**config.mk**
```make
export PLATFORM = sky130hd
export DESIGN_NAME = gtg_core
export DESIGN_NICKNAME = d
export VERILOG_FILES = /design/src/gtg_pkg.sv /design/src/gtg_clk_sel.sv /design/src/gtg_core.sv
export VERILOG_INCLUDE_DIRS = /design/src
export SDC_FILE = /design/constraint.sdc
export NUM_CORES = 1
export LEC_CHECK = 0
export BUFFER_PORTS_ARGS = -buffer_cell sky130_fd_sc_hd__buf_4
export CORE_ASPECT_RATIO = 0.75
export CORE_MARGIN = 2
export CORE_UTILIZATION = 55
export DETAILED_ROUTE_END_ITERATION = 8
export HOLD_SLACK_MARGIN = 0.1
export PLACE_DENSITY_LB_ADDON = 0.05
export SETUP_SLACK_MARGIN = 0.05
export SYNTH_ARGS = -nofsm -noshare
export SYNTH_HDL_FRONTEND = slang
export SYNTH_SLANG_ARGS = --single-unit
export TNS_END_PERCENT = 1
```
**constraint.sdc**
```tcl
create_clock -name clk_in -period 3.54 [get_ports clk_in]
set_input_delay 0.531 -clock clk_in [delete_from_list [all_inputs] [get_ports clk_in]]
set_output_delay 0.531 -clock clk_in [all_outputs]
set_load 0.02 [all_outputs]
```
**src/gtg_regs.svh**
```systemverilog
/*
 Register offsets, field positions, reset values and the rule summary of the
 gong tone generator. Assumes inclusion by bare name from the core and
 the testbench files.
*/
// Contract
// - Tone frequency is trigger over 2*(divider+1)
// - Trigger rate is module clock over prescaler+1
// - Nonzero amplitude write starts gong, sets flag
// - Zero amplitude write stops tone, clears flag
// - Restart during tone begins with low phase
// - Codes 0..5 give update rate tone/2^code
// - Codes 6 and 7 hold amplitude constant
// - Each update subtracts one thirty-second
// - Update loads 13-bit latch, top eight to compare
// - New PWM value shows from next high phase
// - Duty about amplitude+1 over prescaler+1, saturating
// - Top eight bits zero ends the gong
// - Read returns active flag in bit 7
// - Max constant bit forces full amplitude
// - Divider and duration change while active
// - Continuous tone ends only by write
`ifndef GTG_REGS_SVH
`define GTG_REGS_SVH
`define GTG_OFS_AMPL      4'h0
`define GTG_OFS_DIVIDER   4'h1
`define GTG_OFS_DECAY     4'h2
`define GTG_OFS_PRESCALER 4'h3
`define GTG_OFS_CLKSEL    4'h4
`define GTG_ACTIVE_BIT    7
`define GTG_DIV_MSB       6
`define GTG_DUR_MSB       2
`define GTG_MCA_BIT       7
`define GTG_RST_DIVIDER   7'h00
`define GTG_RST_DUR       3'h0
`define GTG_RST_PRESCALER 8'h01
`define GTG_RST_CLKSEL    5'h00
`define GTG_DUR_LAST      3'h5
`endif

```
**src/gtg_pkg.sv**
```systemverilog
/*
 Types of the gong tone generator. Assumes gtg_regs.svh beside it.
*/
package gtg_pkg;
	// Gong sequencing
	typedef enum logic [0:0] {
		GTG_IDLE = 1'b0,
		GTG_RUN  = 1'b1
	} gtg_mode_t;
	// Register bus request
	typedef struct packed {
		logic [3:0] addr;
		logic [7:0] wdata;
		logic       wr;
		logic       rd;
	} gtg_bus_t;
endpackage

```
**src/gtg_clk_sel.sv**
```systemverilog
/*
 Module clock option: a free divider from the system clock giving one-cycle
 enable pulses at clk/2^n. Assumes one clock and async active high reset.
*/
module gtg_clk_sel #(
	parameter int STAGES = 17
) (
	input  wire logic       clk_in,
	input  wire logic       sys_rst_in,
	input  wire logic       run_in,
	input  wire logic [4:0] sel_in,
	output logic            tick_out
);
	// Refuse a divider depth that the five-bit select cannot address
	if (STAGES < 1 || STAGES > 31) begin : g_bad_stages
		$error("STAGES out of range");
	end
	// Free counter; bit n toggling sets rate clk/2^(n+1)
	logic [STAGES-1:0] cnt;
	logic [STAGES-1:0] next_cnt;
	always_comb begin
		next_cnt = run_in ? cnt + 1'b1 : '0;
	end
	always_ff @(posedge clk_in or posedge sys_rst_in) begin
		if (sys_rst_in) begin
			cnt <= '0;
		end else begin
			cnt <= next_cnt;
		end
	end
	// Select 0, or any select above STAGES, is the full rate; otherwise select n fires when the low n bits wrap
	always_comb begin
		if (!run_in) begin
			tick_out = 1'b0;
		end else if (sel_in == 5'h00 || 32'(sel_in) > STAGES) begin
			tick_out = 1'b1;
		end else begin
			tick_out = ((cnt & ((STAGES'(1) << sel_in) - 1'b1)) == '0);
		end
	end
endmodule

```
**src/gtg_core.sv**
```systemverilog
/*
 Gong tone generator: register port, trigger prescaler, 8-bit PWM, tone
 divider, decay accumulator and gated output.
 The module clock option is a divider of the system clock that gives
 one-cycle enables, so the whole block lives in one clock domain.
 Assumes a single 125 MHz clock, async active high reset, and a master
 that keeps strobes one cycle wide and never raises both at once.
 Assumes the gong pin is already routed to its special output function
 before the first start, and that software programs the prescaler,
 divider and duration before starting; a zero prescaler is not guarded.
 The slave never stalls: writes land at the strobe edge, reads answer
 one cycle later and only then. Only the active flag can be read back;
 the current amplitude stays hidden by design.
*/
// Implementation choices: strobed register access and the placing of the registers.
`include "gtg_regs.svh"
module gtg_core #(
	parameter int CLK_STAGES = 17
) (
	input  wire logic       clk_in,
	input  wire logic       sys_rst_in,
	input  wire logic [3:0] addr_in,
	input  wire logic [7:0] wdata_in,
	input  wire logic       wr_in,
	input  wire logic       rd_in,
	output logic      [7:0] rdata_out,
	output logic            gong_out,
	output logic            active_out
);
	// Refuse a clock option divider the select field cannot address
	if (CLK_STAGES < 1 || CLK_STAGES > 31) begin : g_bad_stages
		$error("CLK_STAGES out of range");
	end

	// Whole state in one struct: one comb process fills next_st and one
	// flip-flop process registers it, so no field can get a second driver.
	// Configuration fields live here too, so a write and the tone logic
	// always see the same copy.
	typedef struct packed {
		gtg_pkg::gtg_mode_t mode;      // Running or idle
		logic [6:0]  divider;          // Tone divider
		logic [2:0]  dur;              // Duration factor
		logic        mca;              // Max constant amplitude
		logic [7:0]  prescaler;        // Trigger prescaler
		logic [4:0]  clksel;           // Module clock option
		logic [7:0]  pre_cnt;          // Prescaler / PWM counter
		logic [6:0]  tone_cnt;         // Tone half period counter
		logic        tone;             // Tone square wave
		logic [4:0]  dec_cnt;          // Full tone cycles since update
		logic [12:0] ampl;             // Amplitude latch
		logic [7:0]  cmp_run;          // Latest compare, shown from next high phase
		logic [7:0]  cmp_out;          // Compare visible at the output
		logic        pwm;              // PWM level
		logic [7:0]  rdata;            // Read data
		logic        gong;             // Output pin level
	} gtg_state_t;

	// Working signals around the state register
	gtg_state_t st;                    // Registered state
	gtg_state_t next_st;               // Next state
	gtg_pkg::gtg_bus_t bus;            // Bundled request
	logic       tick;                  // Module clock enable
	logic [12:0] sum;                  // Adder path result
	logic       trig;                  // Trigger pulse
	logic       upd;                   // Decrement pulse

	// Bundle the port request; the strobes are one cycle wide, so a
	// request is acted on exactly once
	assign bus = '{addr: addr_in, wdata: wdata_in, wr: wr_in, rd: rd_in};

	// Module clock runs only while active; gating it by the active flag
	// also restarts the option divider from zero on every start from idle, which
	// keeps the first tone phase length repeatable
	gtg_clk_sel #(
		.STAGES(CLK_STAGES)
	) u_clk (
		.clk_in    (clk_in),
		.sys_rst_in(sys_rst_in),
		.run_in    (st.mode == gtg_pkg::GTG_RUN),
		.sel_in    (st.clksel),
		.tick_out  (tick)
	);

	// Adder subtracts one thirty-second of the latch
	// The latch keeps five fraction bits; while the top byte is nonzero the latch
	// still shrinks by at least one step per update, so under codes 0 to 5 the gong always ends
	assign sum = st.ampl - {5'h00, st.ampl[12:5]};
	// Trigger at module clock over prescaler+1
	// The PWM counter doubles as the prescaler, so one PWM period is
	// exactly one trigger interval
	assign trig = tick && (st.pre_cnt == st.prescaler);
	// Tone cycle ends on the falling half; update every 2^code cycles
	// Codes 6 and 7 fail the range test, which freezes the amplitude
	assign upd = trig && (st.tone_cnt == st.divider) && st.tone
		&& (st.dur <= `GTG_DUR_LAST)
		&& ((st.dec_cnt & ((5'h01 << st.dur) - 5'h01)) == ((5'h01 << st.dur) - 5'h01));

	// Next state: configuration, tone, PWM and decay in one place
	// Later assignments win, so a register write overrides the tone
	// logic of the same cycle, as the hand-over choices ask
	always_comb begin
		next_st = st;
		// Read data stand for one cycle only
		next_st.rdata = 8'h00;
		if (st.mode == gtg_pkg::GTG_RUN) begin
			// PWM counter over prescaler+1 ticks
			// Nothing moves between module clock enables
			if (tick) begin
				next_st.pre_cnt = trig ? 8'h00 : st.pre_cnt + 8'h01;
				// Duty (ampl+1)/(pre+1), saturating
				next_st.pwm = st.mca || (next_st.pre_cnt <= st.cmp_out);
			end
			// Tone toggles every divider+1 triggers
			// A compare of >= lets a smaller divider take effect at once
			if (trig) begin
				if (st.tone_cnt >= st.divider) begin
					next_st.tone_cnt = 7'h00;
					next_st.tone = ~st.tone;
					// Low-to-high: running value becomes visible
					if (!st.tone) begin
						next_st.cmp_out = st.cmp_run;
					end else begin
						// High-to-low ends a full tone cycle
						next_st.dec_cnt = st.dec_cnt + 5'h01;
					end
				end else begin
					next_st.tone_cnt = st.tone_cnt + 7'h01;
				end
			end
			// Latch adder, copy top byte to PWM
			if (upd) begin
				next_st.ampl = sum;
				next_st.cmp_run = sum[12:5];
				next_st.dec_cnt = 5'h00;
				// Top byte empty ends the gong
				// Write priority below lets a restart in this cycle win
				if (sum[12:5] == 8'h00) begin
					next_st.mode = gtg_pkg::GTG_IDLE;
				end
			end
		end
		// Writes; divider and duration apply at once
		// Offsets decode as an if chain; unknown offsets are ignored
		if (bus.wr) begin
			if (bus.addr == `GTG_OFS_AMPL) begin
				if (bus.wdata == 8'h00) begin
					// Stop at once
					next_st.mode = gtg_pkg::GTG_IDLE;
				end else begin
					// (Re)start low phase with new amplitude
					// The output compare loads at once: a fresh start has no
					// running phase that the old value would still need to finish
					next_st.mode = gtg_pkg::GTG_RUN;
					next_st.ampl = {bus.wdata, 5'h00};
					next_st.cmp_run = bus.wdata;
					next_st.cmp_out = bus.wdata;
					next_st.tone = 1'b0;
					next_st.tone_cnt = 7'h00;
					next_st.pre_cnt = 8'h00;
					next_st.dec_cnt = 5'h00;
					next_st.pwm = 1'b0;
				end
			end else if (bus.addr == `GTG_OFS_DIVIDER) begin
				next_st.divider = bus.wdata[`GTG_DIV_MSB:0];
			end else if (bus.addr == `GTG_OFS_DECAY) begin
				next_st.dur = bus.wdata[`GTG_DUR_MSB:0];
				next_st.mca = bus.wdata[`GTG_MCA_BIT];
			end else if (bus.addr == `GTG_OFS_PRESCALER) begin
				// Zero is the caller's fault; no guard here
				next_st.prescaler = bus.wdata;
			end else if (bus.addr == `GTG_OFS_CLKSEL) begin
				// Takes effect from the next cycle; the select feeds the option divider's enable directly
				next_st.clksel = bus.wdata[4:0];
			end
		end
		// Only the active flag is readable
		// Unmapped and write-only offsets read as zero
		if (bus.rd) begin
			if (bus.addr == `GTG_OFS_AMPL) begin
				next_st.rdata = {st.mode == gtg_pkg::GTG_RUN, 7'h00};
			end else begin
				next_st.rdata = 8'h00;
			end
		end
		// Tone gates PWM; low when inactive
		// Using next_st.mode makes a stop or self end silence the pin at once
		next_st.gong = (next_st.mode == gtg_pkg::GTG_RUN) && st.tone && st.pwm;
	end

	// State register; reset loads only constants
	// Configuration resets too, so a start straight after reset plays
	// with the default settings
	always_ff @(posedge clk_in or posedge sys_rst_in) begin
		if (sys_rst_in) begin
			st <= '{mode: gtg_pkg::GTG_IDLE, divider: `GTG_RST_DIVIDER,
				dur: `GTG_RST_DUR, mca: 1'b0, prescaler: `GTG_RST_PRESCALER,
				clksel: `GTG_RST_CLKSEL, default: '0};
		end else begin
			st <= next_st;
		end
	end

	// Outputs straight from flip-flops, so no glitch reaches the pin
	assign rdata_out  = st.rdata;
	assign gong_out   = st.gong;
	assign active_out = (st.mode == gtg_pkg::GTG_RUN);

	// Checks: each one guards a single rule and names it on its label line.
	// Writes of the same edge are excluded where a write legally overrides.
	// Start, stop and restart
	// A nonzero amplitude write raises the flag at the next edge
	a_start_sets_flag: assert property (@(posedge clk_in) disable iff (sys_rst_in)
		(wr_in && addr_in == `GTG_OFS_AMPL && wdata_in != 8'h00) |=> active_out)
		else $error("start did not set active");
	// The module clock enable stays off while idle
	a_idle_no_tick: assert property (@(posedge clk_in) disable iff (sys_rst_in)
		!active_out |-> !tick)
		else $error("module clock runs while idle");
	// A zero write silences the pin and drops the flag at once
	a_stop_clears: assert property (@(posedge clk_in) disable iff (sys_rst_in)
		(wr_in && addr_in == `GTG_OFS_AMPL && wdata_in == 8'h00) |=> !active_out && !gong_out)
		else $error("stop did not clear");
	// A restart opens with a low tone phase, and the pin is low one cycle later
	a_restart_low: assert property (@(posedge clk_in) disable iff (sys_rst_in)
		(wr_in && addr_in == `GTG_OFS_AMPL && wdata_in != 8'h00) |=> !st.tone ##1 !gong_out)
		else $error("restart not in low phase");
	// The pin stays low whenever the module is idle
	a_idle_low: assert property (@(posedge clk_in) disable iff (sys_rst_in)
		!active_out |-> !gong_out)
		else $error("output high while idle");
	// Tone, trigger and configuration
	// The tone flips once its half period count is used up
	a_tone_toggle: assert property (@(posedge clk_in) disable iff (sys_rst_in)
		(trig && st.tone_cnt >= st.divider && !wr_in) |=> st.tone != $past(st.tone))
		else $error("tone did not toggle");
	// Each trigger restarts the prescaler count
	a_pre_wrap: assert property (@(posedge clk_in) disable iff (sys_rst_in)
		(trig && !wr_in) |=> st.pre_cnt == 8'h00)
		else $error("prescaler did not wrap");
	// A divider write lands at the next edge
	a_div_write: assert property (@(posedge clk_in) disable iff (sys_rst_in)
		(wr_in && addr_in == `GTG_OFS_DIVIDER) |=> st.divider == $past(wdata_in[6:0]))
		else $error("divider write lost");
	// A duration write lands at the next edge
	a_dur_write: assert property (@(posedge clk_in) disable iff (sys_rst_in)
		(wr_in && addr_in == `GTG_OFS_DECAY) |=> st.dur == $past(wdata_in[2:0]))
		else $error("duration write lost");
	// Configuration writes never stop a running tone
	a_cfg_keeps_run: assert property (@(posedge clk_in) disable iff (sys_rst_in)
		(wr_in && addr_in != `GTG_OFS_AMPL && active_out && !upd) |=> active_out)
		else $error("config write stopped tone");
	// Decay
	// Codes 6 and 7 freeze the latch
	a_cont_holds: assert property (@(posedge clk_in) disable iff (sys_rst_in)
		(st.dur > `GTG_DUR_LAST && active_out && !wr_in) |=> $stable(st.ampl))
		else $error("continuous tone decayed");
	// A continuous tone never ends by itself
	a_cont_alive: assert property (@(posedge clk_in) disable iff (sys_rst_in)
		(st.dur > `GTG_DUR_LAST && active_out && !wr_in) |=> active_out)
		else $error("continuous tone ended");
	// Each update removes one thirty-second of the latch
	a_decay_step: assert property (@(posedge clk_in) disable iff (sys_rst_in)
		(upd && !wr_in) |=> st.ampl == $past(st.ampl) - {5'h00, $past(st.ampl[12:5])})
		else $error("bad decay step");
	// The top byte of the new latch feeds the running compare
	a_cmp_copy: assert property (@(posedge clk_in) disable iff (sys_rst_in)
		(upd && !wr_in) |=> st.cmp_run == st.ampl[12:5])
		else $error("compare not copied");
	// An empty top byte ends the gong
	a_end_zero: assert property (@(posedge clk_in) disable iff (sys_rst_in)
		(upd && sum[12:5] == 8'h00 && !wr_in) |=> !active_out)
		else $error("gong did not end");
	// PWM and read port
	// The running compare becomes visible as the tone goes high
	a_out_visible: assert property (@(posedge clk_in) disable iff (sys_rst_in)
		(trig && !st.tone && st.tone_cnt >= st.divider && !wr_in)
		|=> st.cmp_out == $past(st.cmp_run))
		else $error("compare not shown");
	// The visible compare never moves between tone toggles
	a_cmp_steady: assert property (@(posedge clk_in) disable iff (sys_rst_in)
		(!trig && !wr_in) |=> $stable(st.cmp_out))
		else $error("compare moved mid phase");
	// A compare at or above the prescaler saturates the duty
	a_pwm_full: assert property (@(posedge clk_in) disable iff (sys_rst_in)
		(tick && !wr_in && st.pre_cnt <= st.prescaler && st.cmp_out >= st.prescaler) |=> st.pwm)
		else $error("duty not saturated");
	// Max constant amplitude keeps the PWM high
	a_mca_full: assert property (@(posedge clk_in) disable iff (sys_rst_in)
		(tick && !wr_in && st.mca) |=> st.pwm)
		else $error("max amplitude not full");
	// A status read returns the flag in bit 7
	a_read_flag: assert property (@(posedge clk_in) disable iff (sys_rst_in)
		(rd_in && addr_in == `GTG_OFS_AMPL) |=> rdata_out == {$past(active_out), 7'h00})
		else $error("bad status read");
	// Read data stand only in the cycle after the strobe
	a_rdata_one: assert property (@(posedge clk_in) disable iff (sys_rst_in)
		!rd_in |=> rdata_out == 8'h00)
		else $error("read data outstayed");
	// Main scenarios
	c_start: cover property (@(posedge clk_in) $rose(active_out));
	c_restart: cover property (@(posedge clk_in) wr_in && addr_in == `GTG_OFS_AMPL && active_out);
	c_self_end: cover property (@(posedge clk_in) upd && sum[12:5] == 8'h00);
	c_tone_high: cover property (@(posedge clk_in) $rose(gong_out));
	c_mca: cover property (@(posedge clk_in) st.mca && gong_out);
endmodule

```
=== After elaboration in Yosys (flattened, before gate mapping) ===
Cells that the tools add are included.

* Muxes and demuxes: 33
* Shift-type cells: 2
* Bitwise operators: 7
* Eq/ne operators: 7
* $add $sub $neg: 7
* Reductions and logical operators: 18
* Magnitude comparators: 4

{| class="wikitable"
|+ Operator list
! operator !! number
|-
| two-way mux 51 bit || 3
|-
| two-way mux 76 bit || 1
|-
| two-way mux 8 bit || 8
|-
| two-way mux 17 bit || 2
|-
| two-way mux 13 bit || 2
|-
| two-way mux 26 bit || 1
|-
| two-way mux 24 bit || 1
|-
| adder 17 x 1 -> 17 bit, second input constant || 1
|-
| bitwise AND 17 bit || 1
|-
| zero test 17 bit || 1
|-
| << shifter 1 x 5 -> 17 bit, first input constant || 1
|-
| subtractor 17 x 1 -> 17 bit, second input constant || 1
|-
| zero test 8 bit || 2
|-
| two-way mux 5 bit || 3
|-
| two-way mux 7 bit || 2
|-
| subtractor 13 x 8 -> 13 bit || 1
|-
| adder 8 x 1 -> 8 bit, second input constant || 1
|-
| equality test 4 x 2 -> 1 bit, second input constant || 2
|-
| equality test 8 bit || 1
|-
| less-or-equal comparator 8 bit || 1
|-
| two-way mux 1 bit || 8
|-
| adder 7 x 1 -> 7 bit, second input constant || 1
|-
| equality test 7 bit || 1
|-
| >= comparator 7 bit || 1
|-
| 20 further kinds || 31
|}

* Register bits: 102
* Input port bits: 16
* Output and inout port bits: 10
* Logic and storage cells: 95

=== Longest topological paths before layout ===
Gate-level depths: netlist of run 1.

* Word-level depth: 18
* Depth in mapped cells: 22
* Mapped depth without buffers: 19

=== Modules after synthesis ===
From an unflattened synthesis of run 1, not the netlist that was laid out.

* Cell total of the unflattened synthesis: 632
* Area, all modules: 5,911.9 um^2

{| class="wikitable"
|+ By module, submodules not included
! module !! instances !! seq. area each (um^2) !! cells an instance !! area each (um^2)
|-
| gtg_core || 1 || 1,953.1 || 488 || 4,674.5
|-
| gtg_clk_sel || 1 || 425.4 || 144 || 1,237.4
|}

=== Least setup slack after synthesis of run 1 ===
No wires, ideal clock.

* Kind: register -> register
* From: register st[63] (netlist bit)
* To: register st[9] (netlist bit)
* Path slack: -0.376 ns
* Path buffers: 3
* Arrival: 3.838 ns
* Library setup time: 0.078 ns
* Cell stages (with the launch flop): 22
* Clock period less this slack: 3.916 ns
* Data required time: 3.462 ns
* Path through: dfrtp_1 -> buf_2 -> or2_1 -> nor2_1 -> nand2_1 -> ha_1 -> clkbuf_1 -> and2_1 -> o211ai_1 -> o2111ai_1 -> nor4_2 -> a31oi_2 -> nor3_1 -> buf_2 -> nor2_1 -> ha_1 -> a21o_1 -> a21o_1 -> a21oi_1 -> o21a_1 -> o31ai_1 -> a21oi_1

{| class="wikitable"
|+ RTL lines
! item !! RTL line !! source
|-
| start: declaration || gtg_core.sv:59 || <nowiki>gtg_state_t st;</nowiki>
|-
| start signal: assignment || gtg_core.sv:195 || <nowiki>st <= '{mode: gtg_pkg::GTG_IDLE, divider: `GTG_RST_DIVIDER,</nowiki>
|-
| start signal: assignment || gtg_core.sv:199 || <nowiki>st <= next_st;</nowiki>
|}

==> metrics.cfg, run 1 <==
[worst_setup_path]
startpoint_type = flop
end_kind = flop
reg2reg_depth = 20
worst-endpoint-required_ns = 3.76
path_class = reg -> reg
cp_max_fo = 2
worstPathArrival_ns = 3.76
reg2reg_slack_ns = 0.001

[hold_path]
hp-class = in -> async

[clock_network]
clock_path_buffers = 2
cts_made_buffers = 9
h-tree-depth = 3
root_buffer = clkbuf_16
clkTransAtPathRegs_ns = 0.07
cts_sinks = 95
cts_tree = yes
cts_hold_buf = 0
clk_latency_ns = 0.35

[floorplanning]
start_util_pct = 55.8
chipWidth_um = 125
placementRows = 33
top_level_ports = 26
die_h_um = 94.8
core_um2 = 10800
die_area_um2 = 11800

[global_routing]
grt_antenna_before_repair = 0
grt_usage_pct = 27.4
grt_start_max_net_pins = 62
grt_pass1_vias = 4764
grt.overflow.total = 0
grt_pass1_wl_mm = 25.3

[finish]
fillers = 934
area_delta_synth_final_pct = 13.8
multiInputGateArea_um2 = 3480
fin_util_pct = 63.6
n_antenna_cell = 0
seq_area_um2 = 2380
final_nets = 737
drive_gt1_share_pct = 18.8
final_cells = 836

[placed_design]
pre_cts_slack_ns = -0.0609
portBuffers = 18
dpl.hpwl_mm = 11.5
place_inst = 813
gp_congestion = 0.879

[synth]
yosys.area.top_type = dfrtp_1
yosys_warnings = 0
syn_area_um2 = 6040
synth_edf_count = 0
yosysUniqueCellTypes = 70
synth_area_per_cell_um2 = 9.23
ys_seq_area_share_pct = 39.4
async_flop_share_pct = 100
netlist.area_leader.share_pct = 38.9
ys.flop_type = dfrtp_1
synth_cells = 654
synth.ff_latch_count = 95
synthTopCellsByArea = dfrtp_1, ha_1, xnor2_1

[drt]
firstDrtPassIters = 5
wl_per_cell_um = 18.9
via_count = 5006
drc = 0
ant_nets = 0
viasPerCell = 5.99
drt-total-wl_mm = 15.8
drt_iter0_drc = 394

[power]
power.switching_uw = 1560
combPwrFrac_pct = 39.7
switching_share_pct = 38.3
p_clk_share_pct = 22.7
p_leak_uw = 0.00297
powerDensity_nw_per_um2 = 593
p_int_uw = 2520
irDropWorstVdd_uv = 296
p_seq_share_pct = 37.6

[timing]
relSlewSlack_pct = 46.8
tightest_slew_ns = 0.794
setup_viol = 0
fin_crit_ns = 3.54
final.setup.worst_slack_ns = 0.000986
fin_hold_ws_ns = 0.309
slew_viol_final = 0
fin_crit_sh_pct = 100
rsz0062_at_grt = yes
clock_skew_ns = 0.00604
hold_viol_final = 0
fmax_mhz = 283

[job]
maxCapViolations = 0

[outcome]
status = finished clean

[per-stage QoR]
stage | setup TNS, ns | instance area, um2 | total power (uW)
5_1_grt | -0.239 | 6880 | 4340
4_1_cts | 0 | 6780 | 4060
3_5_place_dp | -0.0609 | 6440 | 3090
3_3_place_gp | -0.122 | 6440 | 3030
2_1_floorplan | -0.160 | 6100 | 2660
6_report | 0 | 6880 | 4080
[sequential cells by signal (all words and copies together) (netlist names)]
name	count
active_out	1
gong_out	1
rdata_out	1
st	75
u_clk.cnt	17
[cell families (layout without fill, tap and decap cells)]
kind of cell | Yosys count | in the layout | share of synthesized area [%]
simple gates | 239 | 239 | 21.7
compound gates | 140 | 140 | 14.6
flops | 95 | 95 | 39.4
buf+inv | 71 | 107 | 5.28
xor+xnor | 40 | 40 | 5.80
mux | 38 | 38 | 6.77
fa+ha+maj | 30 | 30 | 6.34
other cells | 1 | 7 | 0.0621
[timing repair]
action                     4_1_cts  5_1_grt
buffers inserted                 2        5
gates cloned                     0        0
gates resized for setup          7       12
setup endpoints to repair        1        5
pin swaps                        7        8
[cells in the final DEF, fill, tap and decap left out, types with 4 or more instances in the layout]
cell type / n
a21boi_0: 4
a21o_1: 6
a21oi_1: 34
a21oi_2: 4
and2_1: 19
and3_1: 9
and4_1: 4
buf_4: 52
clkbuf_16: 9
conb_1: 7
dfrtp_1: 94
ha_1: 28
inv_1: 36
mux2_2: 23
mux2i_1: 15
nand2_1: 49
nand2b_1: 5
nand3_1: 21
nand3b_1: 8
nand4_1: 19
nor2_1: 45
nor2b_1: 7
nor3_1: 11
o211ai_1: 7
o21a_1: 5
o21ai_0: 43
or3_1: 8
xnor2_1: 33
xor2_1: 7
[path summary, 6_finish.rpt]
kind                             from       endpoint
setup reg to reg               st[63]          st[9]
max in group asynchronous  sys_rst_in         st[65]
hold reg to reg                st[20]         st[20]
min in group clk_in        addr_in[1]   rdata_out[7]
hold / removal             sys_rst_in  u_clk.cnt[12]
setup / recovery               st[63]          st[9]
[cell usage after synthesis, drive strengths merged, types with 2 or more instances]
master and count:
and4 4, mux2i 15, buf 18, a41oi 2
nor3b 4, xor2 7, a21o 6, o2bb2ai 2
or2 4, nand4 19, nor4 6, o21ai 45
nand3b 8, a21bo 2, nor2b 7, o31a 3
a21boi 5, a31oi 4, inv 37, o211ai 7
nand2b 5, mux2 23, o21bai 2, nand3 22
o21a 5, nand2 49, nor3 13, xnor2 33
nor2 46, and2 20, ha 29, nor4b 5
or3 10, dfrtp 94, or4 3, a211oi 5
o2111ai 3, o22ai 2, a21oi 38, nand4b 3
and3 10, clkbuf 16
[metal layers]
layer  vias to the layer above  share of wire (%)  GRT usage [%]  wire, um
met5                         -                  0              0         0
met1                      2483                 50           39.8      7860
met3                        13                5.1           6.01       811
li1                       2394                  -              -         -
met2                       116                 44           42.1      6980
met4                         0               0.78           6.30       123
[cell type report]
type	count	share of cell area, %
multi-input cells	494	50.6
flip-flops and latches	95	34.6
repair buffers	54	6.13
clock buffers	9	3.28
well taps	140	2.55
inverters	37	2.06
clock inverters	7	0.819
[power by group through the flow]
stage | Sequential, uW | Clock [uW] | Combinational, uW
after floorplan | 1470 | 0 | 1190
after global placement | 1540 | 0 | 1500
after detailed placement | 1540 | 0 | 1540
after CTS | 1530 | 954 | 1580
after global routing | 1560 | 993 | 1790
final | 1530 | 927 | 1620
[critical path, stage by stage (launching register included)]
cell and delay [ns]:
dfrtp_1 0.39, or2_4 0.25, nor2_4 0.11, nand3_1 0.09
ha_2 0.20, and2_4 0.14, buf_4 0.13, nand4_1 0.11
nand4_1 0.12, nor4b_2 0.30, buf_4 0.15, nand4_1 0.14
and3_1 0.20, ha_1 0.29, nor2b_1 0.15, o21ai_1 0.07
nand2b_1 0.07, a21oi_1 0.07, o21a_1 0.17, o31ai_1 0.19
a21oi_1 0.09
Power figures use the tool's default switching activity.
==> run 2, diff against run 1 <==
--- a/config.mk
+++ b/config.mk
@@ -6,6 +6,7 @@
 export SDC_FILE = /design/constraint.sdc
 export NUM_CORES = 1
 export LEC_CHECK = 0
+export ABC_AREA = 1
 export BUFFER_PORTS_ARGS = -buffer_cell sky130_fd_sc_hd__buf_4
 export CORE_ASPECT_RATIO = 0.75
 export CORE_MARGIN = 2
@@ -16,5 +17,6 @@
 export SETUP_SLACK_MARGIN = 0.05
 export SYNTH_ARGS = -nofsm -noshare
 export SYNTH_HDL_FRONTEND = slang
+export SYNTH_HIERARCHICAL = 1
 export SYNTH_SLANG_ARGS = --single-unit
 export TNS_END_PERCENT = 1
==> metrics.cfg, run 2 <==
[power]
power.switching_uw = 1900
irDropWorstVdd_uv = 285
p_seq_share_pct = 32.6
combPwrFrac_pct = 45.2
power_uw = 4550
switching_share_pct = 41.7
p_leak_uw = 0.00365
p_clk_share_pct = 22.2
p_int_uw = 2650
powerDensity_nw_per_um2 = 629

[drt]
viasPerCell = 5.56
drt-total-wl_mm = 17.2
via_count = 5831
drt_iter0_drc = 493
ant_nets = 0
wl_per_cell_um = 16.4
firstDrtPassIters = 5
drc = 0

[synth]
synth_area_per_cell_um2 = 7.22
synth_compound_area_share_pct = 12.1
yosysUniqueCellTypes = 49
synth_edf_count = 0
synth.area.mux_share_pct = 0
synth_common_cells = nand2_1, inv_1, dfrtp_1
synthTopCellsByArea = dfrtp_1, nand2_1, inv_1
syn_area_um2 = 6250
synth.ff_latch_count = 95
yosysMostFrequentCell = nand2_1
synth_cells = 865
synthAdderAreaFrac_pct = 6.13
synth-xor-area-share_pct = 1.68
yosys_warnings = 6
netlist.area_leader.share_pct = 37.7
synth_top_family_by_area = simple AND/OR/NAND/NOR gates
async_flop_share_pct = 100
ys.flop_type = dfrtp_1
yosys.area.top_type = dfrtp_1
synth-simple-area-share_pct = 32.2
ys_seq_area_share_pct = 38.1

[floorplanning]
top_level_ports = 26
core_um2 = 11000
start_util_pct = 56.9
die_area_um2 = 12200
die_h_um = 96.3
chipWidth_um = 127
placementRows = 33

[worst_setup_path]
reg2reg_depth = 26
cp_max_fo = 7
end_kind = flop
worst-endpoint-required_ns = 3.76
cp_slowest_cell = dfrtp_1
reg2reg_to = st[9]
path_class = reg -> reg
worstSetupStartpoint = st[63]
worstPathArrival_ns = 3.68
startpoint_type = flop
r2r-start = st[63]
reg2reg_slack_ns = 0.08
critical-path-max-stage-delay_ns = 0.41

[global_routing]
grt_antenna_before_repair = 0
grt_pass1_wl_mm = 26.8
gr-usage-met2_pct = 40.5
grt.overflow.total = 0
grt_pass1_vias = 5256
grt_usage_pct = 28.3
use_met1_pct = 43.3
busiest_layer = met1
grt_start_max_net_pins = 34
use_met3_pct = 4.89

[timing]
tns_ns = 0
clock_skew_ns = 0.0111
tightest_slew_ns = 0.655
hold_viol_final = 0
relSlewSlack_pct = 56.3
rsz0062_at_grt = yes
fmax_mhz = 289
slew_viol_final = 0
setup_viol = 0
fin_crit_ns = 3.46
fin_crit_sh_pct = 97.6

[placed_design]
dpl.hpwl_mm = 12.9
gp_congestion = 0.975
portBuffers = 18

[finish]
top_register = st
drive_gt1_share_pct = 16.2
layout_common_cells = nand2_1, inv_1, dfrtp_1, nor2_1, o21ai_0
area_delta_synth_final_pct = 15.7
n_antenna_cell = 0
fillers = 952
mostFrequentLayoutCell = nand2_1
largest_reg_flops = 75
reg.largest.list = st x75, u_clk/cnt x17
final_nets = 950

[job]
maxCapViolations = 0

[clock_network]
h-tree-depth = 3
clk_latency_ns = 0.35
root_buffer = clkbuf_16
cts_tree = yes
cts_made_buffers = 9
cts_sinks = 95
clock_path_buffers = 2
clkTransAtPathRegs_ns = 0.07

[hold_path]
hp-class = in -> async

[outcome]
status = finished clean

## run 2: cell types whose count changed in the layout (fill, tap and decap cells not counted), moves of 10 or more
cell,change
o21ai_0,+26
nor3_1,+10
nand3_1,+24
mux2_2,-23
nor2_2,+10
mux2i_1,-15
nand2_1,+157
xnor2_1,-28
buf_4,-13
nor2_1,+40
and2_1,-18
inv_2,+13
inv_1,+75
## run 2: worst max-delay path by stage
stage / endpoint
after floorplan: st[9]
after global placement: st[9]
after detailed placement: st[9]
final: st[9]
after CTS: st[9]
after global routing: st[9]
## run 2: worst max-delay path: cells and delay by family, from the launching register on
family	cells	cell delay, ns
compound gates	5	0.55
simple gates	14	1.51
fa+ha+maj	2	0.52
flops	1	0.41
buf+inv	5	0.35
## run 2: per-layer routing
layer	vias to the layer above	wire [um]
li1	2860	-
met1	2775	8790
met2	170	7200
met3	26	897
met4	0	326
met5	-	0
## run 2: timing repair
item,4_1_cts,5_1_grt
setup buffers,0,5
hold buffers,0,0
pin swaps,0,21
resized for setup,3,64
setup endpoints to repair,1,32
## run 2: logic make-up after synthesis
kind of cell,Yosys count
xor gates and xnor gates,12
AOI/OAI and AO/OA,141
DFF,95
adders and majority gates,30
and+or+nand+nor,438
buffers and inverters,148
other,1
## run 2: power groups by stage
stage          Sequential [uW]  Combinational, uW  Clock (uW)
2_1_floorplan             1440               1280           0
3_3_place_gp              1480               1630           0
3_5_place_dp              1490               1670           0
4_1_cts                   1470               1690        1020
5_1_grt                   1510               2310        1070
6_report                  1480               2060        1010
## run 2: layout make-up
cell class                      count  area [um2]  share of cell area (%)
Multi-Input combinational cell    628        3530                    48.9
Sequential cell                    95        2380                    32.9
Inverter                          129         505                    6.99
Timing Repair Buffer               41         328                    4.54
Clock buffer                       10         239                    3.31
Tap cell                          140         175                    2.42
Clock inverter                      6        68.8                   0.952
## run 2: per-stage QoR
step           cells  cell area [um2]  hold slack [ns]  util, %  setup slack (ns)
2_1_floorplan    871             6270            0.444        -            0.0679
3_5_place_dp    1028             6590            0.474     60.0           -0.0557
5_1_grt         1049             7230            0.296     65.8            -0.227
6_report        1049             7230            0.257     65.8            0.0841
3_3_place_gp    1028             6590            0.462     60.0             0.101
4_1_cts         1044             6910            0.272     62.9            0.0888
